<file path="config.mk">
export PLATFORM = sky130hd
export DESIGN_NAME = pin_change_interrupt
export DESIGN_NICKNAME = d
export VERILOG_FILES = /design/src/pin_change_pkg.sv /design/src/pin_change_interrupt.sv
export SDC_FILE = /design/constraint.sdc
export NUM_CORES = 1
export LEC_CHECK = 0
export BUFFER_PORTS_ARGS = -buffer_cell sky130_fd_sc_hd__clkbuf_2
export CORE_AREA = 2 2 192 100
export CTS_BUF_LIST = sky130_fd_sc_hd__clkbuf_2
export CTS_CLUSTER_DIAMETER = 200
export CTS_CLUSTER_SIZE = 24
export DETAILED_ROUTE_END_ITERATION = 7
export DIE_AREA = 0 0 194 102
export PLACE_DENSITY = 0.73
export SLEW_MARGIN = 40
export SYNTH_ARGS = -nofsm -noshare
export SYNTH_HDL_FRONTEND = slang
export SYNTH_SLANG_ARGS = --single-unit
export TNS_END_PERCENT = 50
</file>
<file path="constraint.sdc">
create_clock -name clk_i -period 4.68 [get_ports clk_i]
set_input_delay 0.468 -clock clk_i [delete_from_list [all_inputs] [get_ports clk_i]]
set_output_delay 0.468 -clock clk_i [all_outputs]
set_load 0.02 [all_outputs]
</file>
<file path="src/pin_change_pkg.sv">
`default_nettype none
package pin_change_pkg;
  localparam int unsigned ADDR_W = 5;
  localparam int unsigned DATA_W = 8;
  localparam int unsigned PIN_W = 8;
  // Ports A, B, C, D, E in that order
  localparam int unsigned PORT_COUNT = 5;
  localparam int unsigned PORT_E = 4;
  // Port n: rise at 3n, fall at 3n+1, flags at 3n+2
  localparam logic [ADDR_W-1:0] RISE_BASE_OFS = 5'h00;
  localparam logic [ADDR_W-1:0] FALL_BASE_OFS = 5'h01;
  localparam logic [ADDR_W-1:0] FLAG_BASE_OFS = 5'h02;
  localparam logic [ADDR_W-1:0] PORT_STRIDE = 5'h03;
  localparam logic [ADDR_W-1:0] CORE_CTRL_OFS = 5'h0f;
  localparam logic [ADDR_W-1:0] IRQ_MASK_OFS = 5'h10;
  localparam logic [ADDR_W-1:0] IRQ_STATUS_OFS = 5'h11;
  // Field positions in core_interrupt_control
  localparam int unsigned MASTER_EN_BIT = 3;
  localparam int unsigned SUMMARY_BIT = 0;
  // Only bit 3 exists on port E
  localparam logic [PIN_W-1:0] PORT_E_IMPL = 8'h08;
  localparam logic [PIN_W-1:0] FULL_IMPL = 8'hff;
  localparam logic [PIN_W-1:0] REG_RESET = 8'h00;
  localparam logic [DATA_W-1:0] CORE_RESET = 8'h00;
  localparam logic [1:0] IRQ_RESET = 2'h0;
  // Status layout: bit 0 edge seen, bit 1 wake request
  localparam int unsigned EV_EDGE = 0;
  localparam int unsigned EV_WAKE = 1;
  localparam int unsigned SYNC_STAGES = 3;
endpackage
`default_nettype wire

</file>
<file path="src/pin_change_interrupt.sv">
// Behaviour
// - Every pin of ports A to D, and bit three of port E, detects edges
// - Change interrupt only while master enable set; irq_o is not gated by it
// - Rise detector gated by rise enable bit
// - Fall detector gated by fall enable bit
// - Both enables set together detect both edge polarities
// - Enabled edge sets pin flag, requests interrupt
// - Summary flag is OR of all flags
// - Edge during clearing write leaves flag set
// - Enabled edge wakes from sleep if enabled
// - Flags updated before wake is signalled
// - Enable registers eight bits, reset zero
// - Port E implements only bit three
// - Flags readable, writable, hardware set, reset zero
`default_nettype none
module pin_change_interrupt
  import pin_change_pkg::*;
#(
  parameter int unsigned PORTS = PORT_COUNT
) (
  input wire logic clk_i,
  input wire logic rst_b_i,
  input wire logic [PORTS*PIN_W-1:0] pins_i,
  input wire logic sleep_i,
  input wire logic [ADDR_W-1:0] addr_i,
  input wire logic [DATA_W-1:0] wdata_i,
  input wire logic wr_i,
  input wire logic rd_i,
  output logic [DATA_W-1:0] rdata_o,
  output logic change_irq_o,
  output logic wake_o,
  output logic irq_o
);

  function automatic logic [PIN_W-1:0] impl_mask(input int unsigned p);
    impl_mask = (p == PORT_E) ? PORT_E_IMPL : FULL_IMPL;
  endfunction

  // One compare shared by every register select
  function automatic logic addr_is(input logic [ADDR_W-1:0] a, input logic [ADDR_W-1:0] ofs);
    addr_is = (a == ofs);
  endfunction

  // Base address of one port's register triple
  function automatic logic [ADDR_W-1:0] port_base(input int unsigned p);
    port_base = ADDR_W'(p * PORT_STRIDE);
  endfunction

  logic [PORTS*PIN_W-1:0] sync_a;
  logic [PORTS*PIN_W-1:0] sync_b;
  logic [PORTS*PIN_W-1:0] sync_c;
  logic [PORTS*PIN_W-1:0] pin_level;
  logic [PORTS*PIN_W-1:0] next_level;
  logic [PORTS*PIN_W-1:0] rise_seen;
  logic [PORTS*PIN_W-1:0] fall_seen;
  logic [PORTS*PIN_W-1:0] rise_edge_enable;
  logic [PORTS*PIN_W-1:0] fall_edge_enable;
  logic [PORTS*PIN_W-1:0] change_flags;
  logic [PORTS*PIN_W-1:0] edge_hit;
  logic [PORTS*PIN_W-1:0] read_mux;
  logic [PORTS-1:0] sel_rise;
  logic [PORTS-1:0] sel_fall;
  logic [PORTS-1:0] sel_flag;
  logic [PORTS-1:0] wr_rise;
  logic [PORTS-1:0] wr_fall;
  logic [PORTS-1:0] wr_flag;
  logic [PORTS-1:0] port_pending;
  logic [PORTS-1:0] port_selected;
  logic sel_core;
  logic sel_mask;
  logic sel_status;
  logic wr_core;
  logic wr_mask;
  logic wr_status;
  logic any_port_sel;
  logic [DATA_W-1:0] core_interrupt_control;
  logic [DATA_W-1:0] next_core;
  logic [1:0] irq_mask;
  logic [1:0] irq_status;
  logic [1:0] irq_event;
  logic [1:0] next_status;
  logic change_irq_master_enable;
  logic change_irq_summary_flag;
  logic any_edge;
  logic wake_req;
  logic [DATA_W-1:0] port_rdata;
  logic [DATA_W-1:0] ctrl_rdata;
  logic [DATA_W-1:0] next_rdata;
  logic [DATA_W-1:0] core_view;

  // Pins are asynchronous; stage one may go metastable
  always_ff @(posedge clk_i) begin
    if (!rst_b_i) begin
      sync_a <= '0;
    end else begin
      sync_a <= pins_i;
    end
  end

  // Only stage two reads stage one
  always_ff @(posedge clk_i) begin
    if (!rst_b_i) begin
      sync_b <= '0;
    end else begin
      sync_b <= sync_a;
    end
  end

  always_ff @(posedge clk_i) begin
    if (!rst_b_i) begin
      sync_c <= '0;
    end else begin
      sync_c <= sync_b;
    end
  end

  // A new level counts once stages two and three agree
  for (genvar b = 0; b < PORTS*PIN_W; b++) begin : g_bit
    wire agree = (sync_b[b] == sync_c[b]);
    assign next_level[b] = agree ? sync_c[b] : pin_level[b];
    assign rise_seen[b] = next_level[b] & ~pin_level[b];
    assign fall_seen[b] = ~next_level[b] & pin_level[b];
  end

  // Agreed level of the previous clock, the edge reference
  always_ff @(posedge clk_i) begin
    if (!rst_b_i) begin
      pin_level <= '0;
    end else begin
      pin_level <= next_level;
    end
  end

  assign sel_core = addr_is(addr_i, CORE_CTRL_OFS);
  assign sel_mask = addr_is(addr_i, IRQ_MASK_OFS);
  assign sel_status = addr_is(addr_i, IRQ_STATUS_OFS);
  assign wr_core = wr_i & sel_core;
  assign wr_mask = wr_i & sel_mask;
  assign wr_status = wr_i & sel_status;
  assign any_port_sel = |port_selected;

  for (genvar p = 0; p < PORTS; p++) begin : g_port
    localparam logic [PIN_W-1:0] IMPL = impl_mask(p);
    localparam logic [ADDR_W-1:0] BASE = port_base(p);
    localparam logic [ADDR_W-1:0] RISE_ADDR = BASE + RISE_BASE_OFS;
    localparam logic [ADDR_W-1:0] FALL_ADDR = BASE + FALL_BASE_OFS;
    localparam logic [ADDR_W-1:0] FLAG_ADDR = BASE + FLAG_BASE_OFS;
    logic [PIN_W-1:0] rise_q;
    logic [PIN_W-1:0] fall_q;
    logic [PIN_W-1:0] flag_q;
    logic [PIN_W-1:0] hit;
    logic [PIN_W-1:0] wdata_impl;
    logic [PIN_W-1:0] flag_next;

    assign sel_rise[p] = addr_is(addr_i, RISE_ADDR);
    assign sel_fall[p] = addr_is(addr_i, FALL_ADDR);
    assign sel_flag[p] = addr_is(addr_i, FLAG_ADDR);
    assign port_selected[p] = sel_rise[p] | sel_fall[p] | sel_flag[p];
    assign wr_rise[p] = wr_i & sel_rise[p];
    assign wr_fall[p] = wr_i & sel_fall[p];
    assign wr_flag[p] = wr_i & sel_flag[p];
    // Unimplemented bits never store, so they read zero
    assign wdata_impl = wdata_i & IMPL;

    // Set beats the written zero
    for (genvar i = 0; i < PIN_W; i++) begin : g_pin
      localparam int unsigned BIT = p * PIN_W + i;
      wire rise_hit = rise_seen[BIT] & rise_q[i];
      wire fall_hit = fall_seen[BIT] & fall_q[i];
      wire edge_bit = (rise_hit | fall_hit) & IMPL[i];
      wire hold_bit = wr_flag[p] ? wdata_impl[i] : flag_q[i];
      assign hit[i] = edge_bit;
      assign flag_next[i] = hold_bit | edge_bit;
    end

    always_ff @(posedge clk_i) begin
      if (!rst_b_i) begin
        rise_q <= REG_RESET;
      end else begin
        if (wr_rise[p]) begin
          rise_q <= wdata_impl;
        end
      end
    end

    always_ff @(posedge clk_i) begin
      if (!rst_b_i) begin
        fall_q <= REG_RESET;
      end else begin
        if (wr_fall[p]) begin
          fall_q <= wdata_impl;
        end
      end
    end

    // Flags keep sampling while the master enable is off
    always_ff @(posedge clk_i) begin
      if (!rst_b_i) begin
        flag_q <= REG_RESET;
      end else begin
        flag_q <= flag_next;
      end
    end

    assign rise_edge_enable[p*PIN_W +: PIN_W] = rise_q;
    assign fall_edge_enable[p*PIN_W +: PIN_W] = fall_q;
    assign change_flags[p*PIN_W +: PIN_W] = flag_q;
    assign edge_hit[p*PIN_W +: PIN_W] = hit;
    assign port_pending[p] = |change_flags[p*PIN_W +: PIN_W];
    assign read_mux[p*PIN_W +: PIN_W] =
        sel_rise[p] ? rise_edge_enable[p*PIN_W +: PIN_W] :
        sel_fall[p] ? fall_edge_enable[p*PIN_W +: PIN_W] :
        sel_flag[p] ? change_flags[p*PIN_W +: PIN_W] : REG_RESET;
  end

  // Summary has no storage, so it cannot lag the flags
  assign change_irq_summary_flag = |port_pending;
  assign any_edge = |edge_hit;
  assign change_irq_master_enable = core_interrupt_control[MASTER_EN_BIT];
  // Request follows flags, so a woken core already sees the flag
  assign change_irq_o = change_irq_master_enable & change_irq_summary_flag;
  assign wake_req = sleep_i & change_irq_o;
  assign wake_o = wake_req;

  // Summary bit is read-only; the stored copy stays zero
  assign next_core = wr_core ? {wdata_i[DATA_W-1:SUMMARY_BIT+1], 1'b0} : core_interrupt_control;
  assign core_view = {core_interrupt_control[DATA_W-1:SUMMARY_BIT+1], change_irq_summary_flag};

  always_ff @(posedge clk_i) begin
    if (!rst_b_i) begin
      core_interrupt_control <= CORE_RESET;
    end else begin
      core_interrupt_control <= next_core;
    end
  end

  assign irq_event[EV_EDGE] = any_edge;
  assign irq_event[EV_WAKE] = wake_req;
  // Write one to clear, but a new event wins
  for (genvar e = 0; e < 2; e++) begin : g_event
    wire clear_bit = wr_status & wdata_i[e];
    assign next_status[e] = (irq_status[e] & ~clear_bit) | irq_event[e];
  end

  always_ff @(posedge clk_i) begin
    if (!rst_b_i) begin
      irq_mask <= IRQ_RESET;
    end else begin
      if (wr_mask) begin
        irq_mask <= wdata_i[1:0];
      end
    end
  end

  always_ff @(posedge clk_i) begin
    if (!rst_b_i) begin
      irq_status <= IRQ_RESET;
    end else begin
      irq_status <= next_status;
    end
  end

  assign irq_o = |(irq_status & irq_mask);

  always_comb begin
    port_rdata = '0;
    for (int p = 0; p < PORTS; p++) begin
      port_rdata = port_rdata | read_mux[p*PIN_W +: PIN_W];
    end
  end

  assign ctrl_rdata = sel_core ? core_view :
                      sel_mask ? {6'h00, irq_mask} :
                      sel_status ? {6'h00, irq_status} : 8'h00;
  assign next_rdata = any_port_sel ? port_rdata : ctrl_rdata;

  // Unmapped addresses read zero; data stands one cycle only
  always_ff @(posedge clk_i) begin
    if (!rst_b_i) begin
      rdata_o <= '0;
    end else begin
      rdata_o <= rd_i ? next_rdata : 8'h00;
    end
  end

endmodule // pin_change_interrupt
`default_nettype wire

</file>
==> metrics.csv <==
stage;metric;value;unit
sta;rsz0062_at_grt;false;
die;die_area;19790;µm²
synth;netlist_instances;1052;
power;peakVddDrop;0.0002365;V
synth;synth_area_leaders;dfxtp_1 51%, and2_1 6.3%, mux2i_1 5.8%, a21oi_1 5.6%, nand2_1 4.6%;
sta;period_minus_slack;3406;ps
placed_design;routabilityCongestion;0.9747;
die;row_count;35;
synth;synth_top_area_share;51.01;%
sta;final-max-slew-violation-count;0;
clocking;insertion_delay;850;ps
synth;synthDistinctLibCells;51;
synth;ys_seq_elements;250;
routing;first_pass_iters;5;
power;p_per_area;295.7;nW/µm²
critical_path;crit_path_start_kind;register;
cells_and_area;stdcell_area;10730;µm²
placed_design;pre_cts_ws;1718;ps
placed_design;dp_hpwl;21.01;mm
die;io_pins;69;
die;start_util;54.38;%
global_route;first_global_vias;7432;
cells_and_area;fin_nets;1175;
critical_path;critPathBufInv;2;
cells_and_area;fillers;1649;
clocking;cts.path.max_buffers;3;
critical_path;r2r-end;irq_status[0];
critical_path;crit_required;4210;ps
clocking;cts_tree;done;
routing;viasPerCell;6.054;
worst_hold_path;min_path_type;in -> reg;
sta;timing.slew.headroom;48.30;%
power;pwr-share-seq;70.0;%
global_route;antenna_found_initial;1;
sta;fin_skew;108.1;ps
critical_path;arrival;2940;ps
critical_path;crit_slowest_cell;nor3_1;
global_route;grt_max_degree;68;
critical_path;critPathKind;reg -> out;
sta;tns;0;ps
routing;vias;8221;
critical_path;crit_chain;nor4_1, nand4_1, nor3_1, nand3b_1, inv_1, clkbuf_2;
global_route;track_usage;29.62;%
cells_and_area;final_layout_size_suffix_gt1_share;9.400;%
die;core-area;18040;µm²
clocking;root_buffer;clkbuf_2;
critical_path;crit_start;g_port[1].flag_q[7];
placed_design;io_buffers;61;
job;maxCapViolations;0;
die;die_h;102;µm
critical_path;crit_cells;6;
routing;drt_wl_total;29.37;mm
global_route;grt_pass1_wl;44.82;mm
sta;worst_pin_slew;773.1;ps
routing;drc_errors;0;
power;swShare;25.42;%
power;p_leak;4.185;nW
routing;ant_nets;0;
cells_and_area;multi_input_area;4534;µm²
outcome;status;finished clean;
sta;finalCritPeriodShare;72.78;%
synth;synth_top_area_cell;dfxtp_1;
power;p_int;2.365;mW
clocking;post_cts_resized;0;
synth;post_synth_instance_area;9811;µm²
critical_path;worstRegToRegCells;5;
clocking;path_clk_slew;440;ps
routing;drtIter0Drc;993;
routing;drt-wirelength-per-cell;21.62;µm
critical_path;cp_max_fo;3;
global_route;grt-ovfl-total;0;
power;comb_power_share;6.8;%
clocking;h-tree-depth;1;
cells_and_area;seq_area;5005;µm²
power;pwr-share-clk;23.1;%
critical_path;cp_top_family;simple AND/OR/NAND/NOR gates;
synth;synth_warnings;0;
synth;synth_area_per_cell;9.326;µm²
critical_path;max_stage_delay;560;ps
clocking;numCtsBuffers;14;
synth;syn_nets;1110;
die;die_x;194;µm
sta;setup_viol;0;
sta;setup_ws;1274;ps
sta;final_hold_viol_count;0;
cells_and_area;synthToLayoutAreaGrowth;9.323;%
synth;synth-async-reset-ratio;0;%
power;switchingPower;0.8060;mW
placed_design;post_dp_cell_area;10210;µm²
synth;synth_ff_type;dfxtp_1;
critical_path;rr_startpoint;g_port[2].rise_q[0];
synth;synth_edf_count;0;
critical_path;cp-endpoint;wake_o;
critical_path;end_kind;primary output;
clocking;postCtsHoldBufs;39;
clocking;cts_sinks;250;
critical_path;worst-r2r-setup-slack;2450;ps
clocking;cts_setup_buffers;0;
synth;yosysSeqAreaShare;51.01;%
sta;fmax;293.6;MHz
## registers in the layout, summed over array words and instances, names as in the netlist
register,count
g_port.fall_q,33
g_port.rise_q,33
irq_status,2
core_interrupt_control,7
sync_c,33
sync_a,33
g_port.flag_q,33
pin_level,33
irq_mask,2
sync_b,33
rdata_o,8
## area by class of cell
cell class	count	area share (%)
clock buffer	15	0.7000
clock inverter	1	0.1517
antenna	1	0.02333
inverter	3	0.1283
tap	240	2.800
sequential	250	46.66
timing repair buffer	110	7.256
multi-input combinational	738	42.28
## placed cells by master (no fill, tap or decap), types with 3 or more instances in the layout
cell           count
and2_1            99
nor3b_1            4
o31ai_1            6
a31oi_1           39
nand3_1           64
nand3b_1           3
nand4_1            8
mux2i_1           57
o2bb2ai_1          3
mux2_2             6
a222oi_1           5
nor2_4             5
nor3_1             3
nand4b_1          17
and3_1             7
dfxtp_1          250
nand2_1          121
o21ai_0           39
a32oi_1            3
a22oi_1           22
or4bb_1           12
and4b_1           14
dlygate4sd3_1     41
nor2_1            41
a22o_1             5
nor2b_1            4
a21oi_1          109
o21a_1             5
clkbuf_2          75
nor4_1            11
buf_4              9
a221oi_1           3
## synth_stat cells, types with 2 or more instances
cell	instances
and4_1	2
or4bb_1	12
nand4b_1	17
and4b_1	14
nand2_4	2
buf_2	13
a222oi_1	5
nand2_2	2
and3_1	7
nand3_1	64
nor4_1	11
o21a_1	5
a31oi_1	39
clkbuf_1	43
nand2b_1	2
and2_1	99
dfxtp_1	250
a32oi_1	3
buf_6	2
mux2_2	6
or3b_1	2
nor3b_1	4
o2bb2ai_1	3
buf_4	2
inv_1	3
nor3_1	3
nand3b_1	3
nand2_1	121
a21oi_1	109
a22o_1	5
nor2_4	4
mux2i_1	57
o21ai_0	39
a221oi_1	3
o31ai_1	6
nor2_1	41
nor3_4	2
nor2_2	2
nor2b_1	5
a22oi_1	22
nand4_1	8
## power groups by stage
stage	sequential [mW]	combinational (mW)	clock [mW]
2_1_floorplan	2.24	0.121	0
3_3_place_gp	2.25	0.183	0
3_5_place_dp	2.25	0.185	0
4_1_cts	2.22	0.212	0.745
5_1_grt	2.23	0.234	0.810
6_report	2.22	0.217	0.733
## logic make-up (layout without fill, tap and decap cells)
logic type	Yosys count	after routing	synth area share (%)
compound gates	245	245	14.86
buf+inv	64	129	2.844
mux	63	63	6.504
simple gates	430	430	24.78
other cells	0	1	0
flops	250	250	51.01
## metal layers
| metal | up-vias | GRT usage (%) | share of wire, % |
|---|---|---|---|
| met3 | 31 | 7.657 | 11 |
| met5 | - | 0 | 0 |
| li1 | 3893 | - | - |
| met1 | 3939 | 46.21 | 50 |
| met4 | 0 | 3.963 | 1.1 |
| met2 | 358 | 41.42 | 38 |
## through the flow
step / utilization [%] / power, mW / instances / hold slack [ps]
2_1_floorplan: - / 2.358 / 1052 / 411.9
3_3_place_gp: 56.61 / 2.430 / 1300 / 414.9
3_5_place_dp: 56.61 / 2.434 / 1300 / 419.0
4_1_cts: 59.28 / 3.177 / 1355 / 18.04
5_1_grt: 59.43 / 3.274 / 1357 / 9.591
6_report: 59.45 / 3.171 / 1358 / 44.72
## tightest hold or removal path: cells and delay by family
family / cells / cell delay, ps
AOI/OAI and AO/OA: 2 / 180
and+or+nand+nor: 1 / 70
buffers and inverters: 1 / 220
## worst min-delay path by stage
stage / endpoint / slack (ps) / cells after the start / from
floorplan: sync_b[0] / 410 / 1 / sync_a[0]
global placement: sync_b[14] / 410 / 1 / sync_a[14]
detailed placement: sync_b[8] / 420 / 1 / sync_a[8]
CTS: core_interrupt_control[4] / 20 / 3 / wdata_i[4]
global route: core_interrupt_control[5] / 10 / 3 / wdata_i[5]
finish: rdata_o[6] / 40 / 4 / addr_i[4]
No activity file was read; power rests on OpenSTA's default activity.
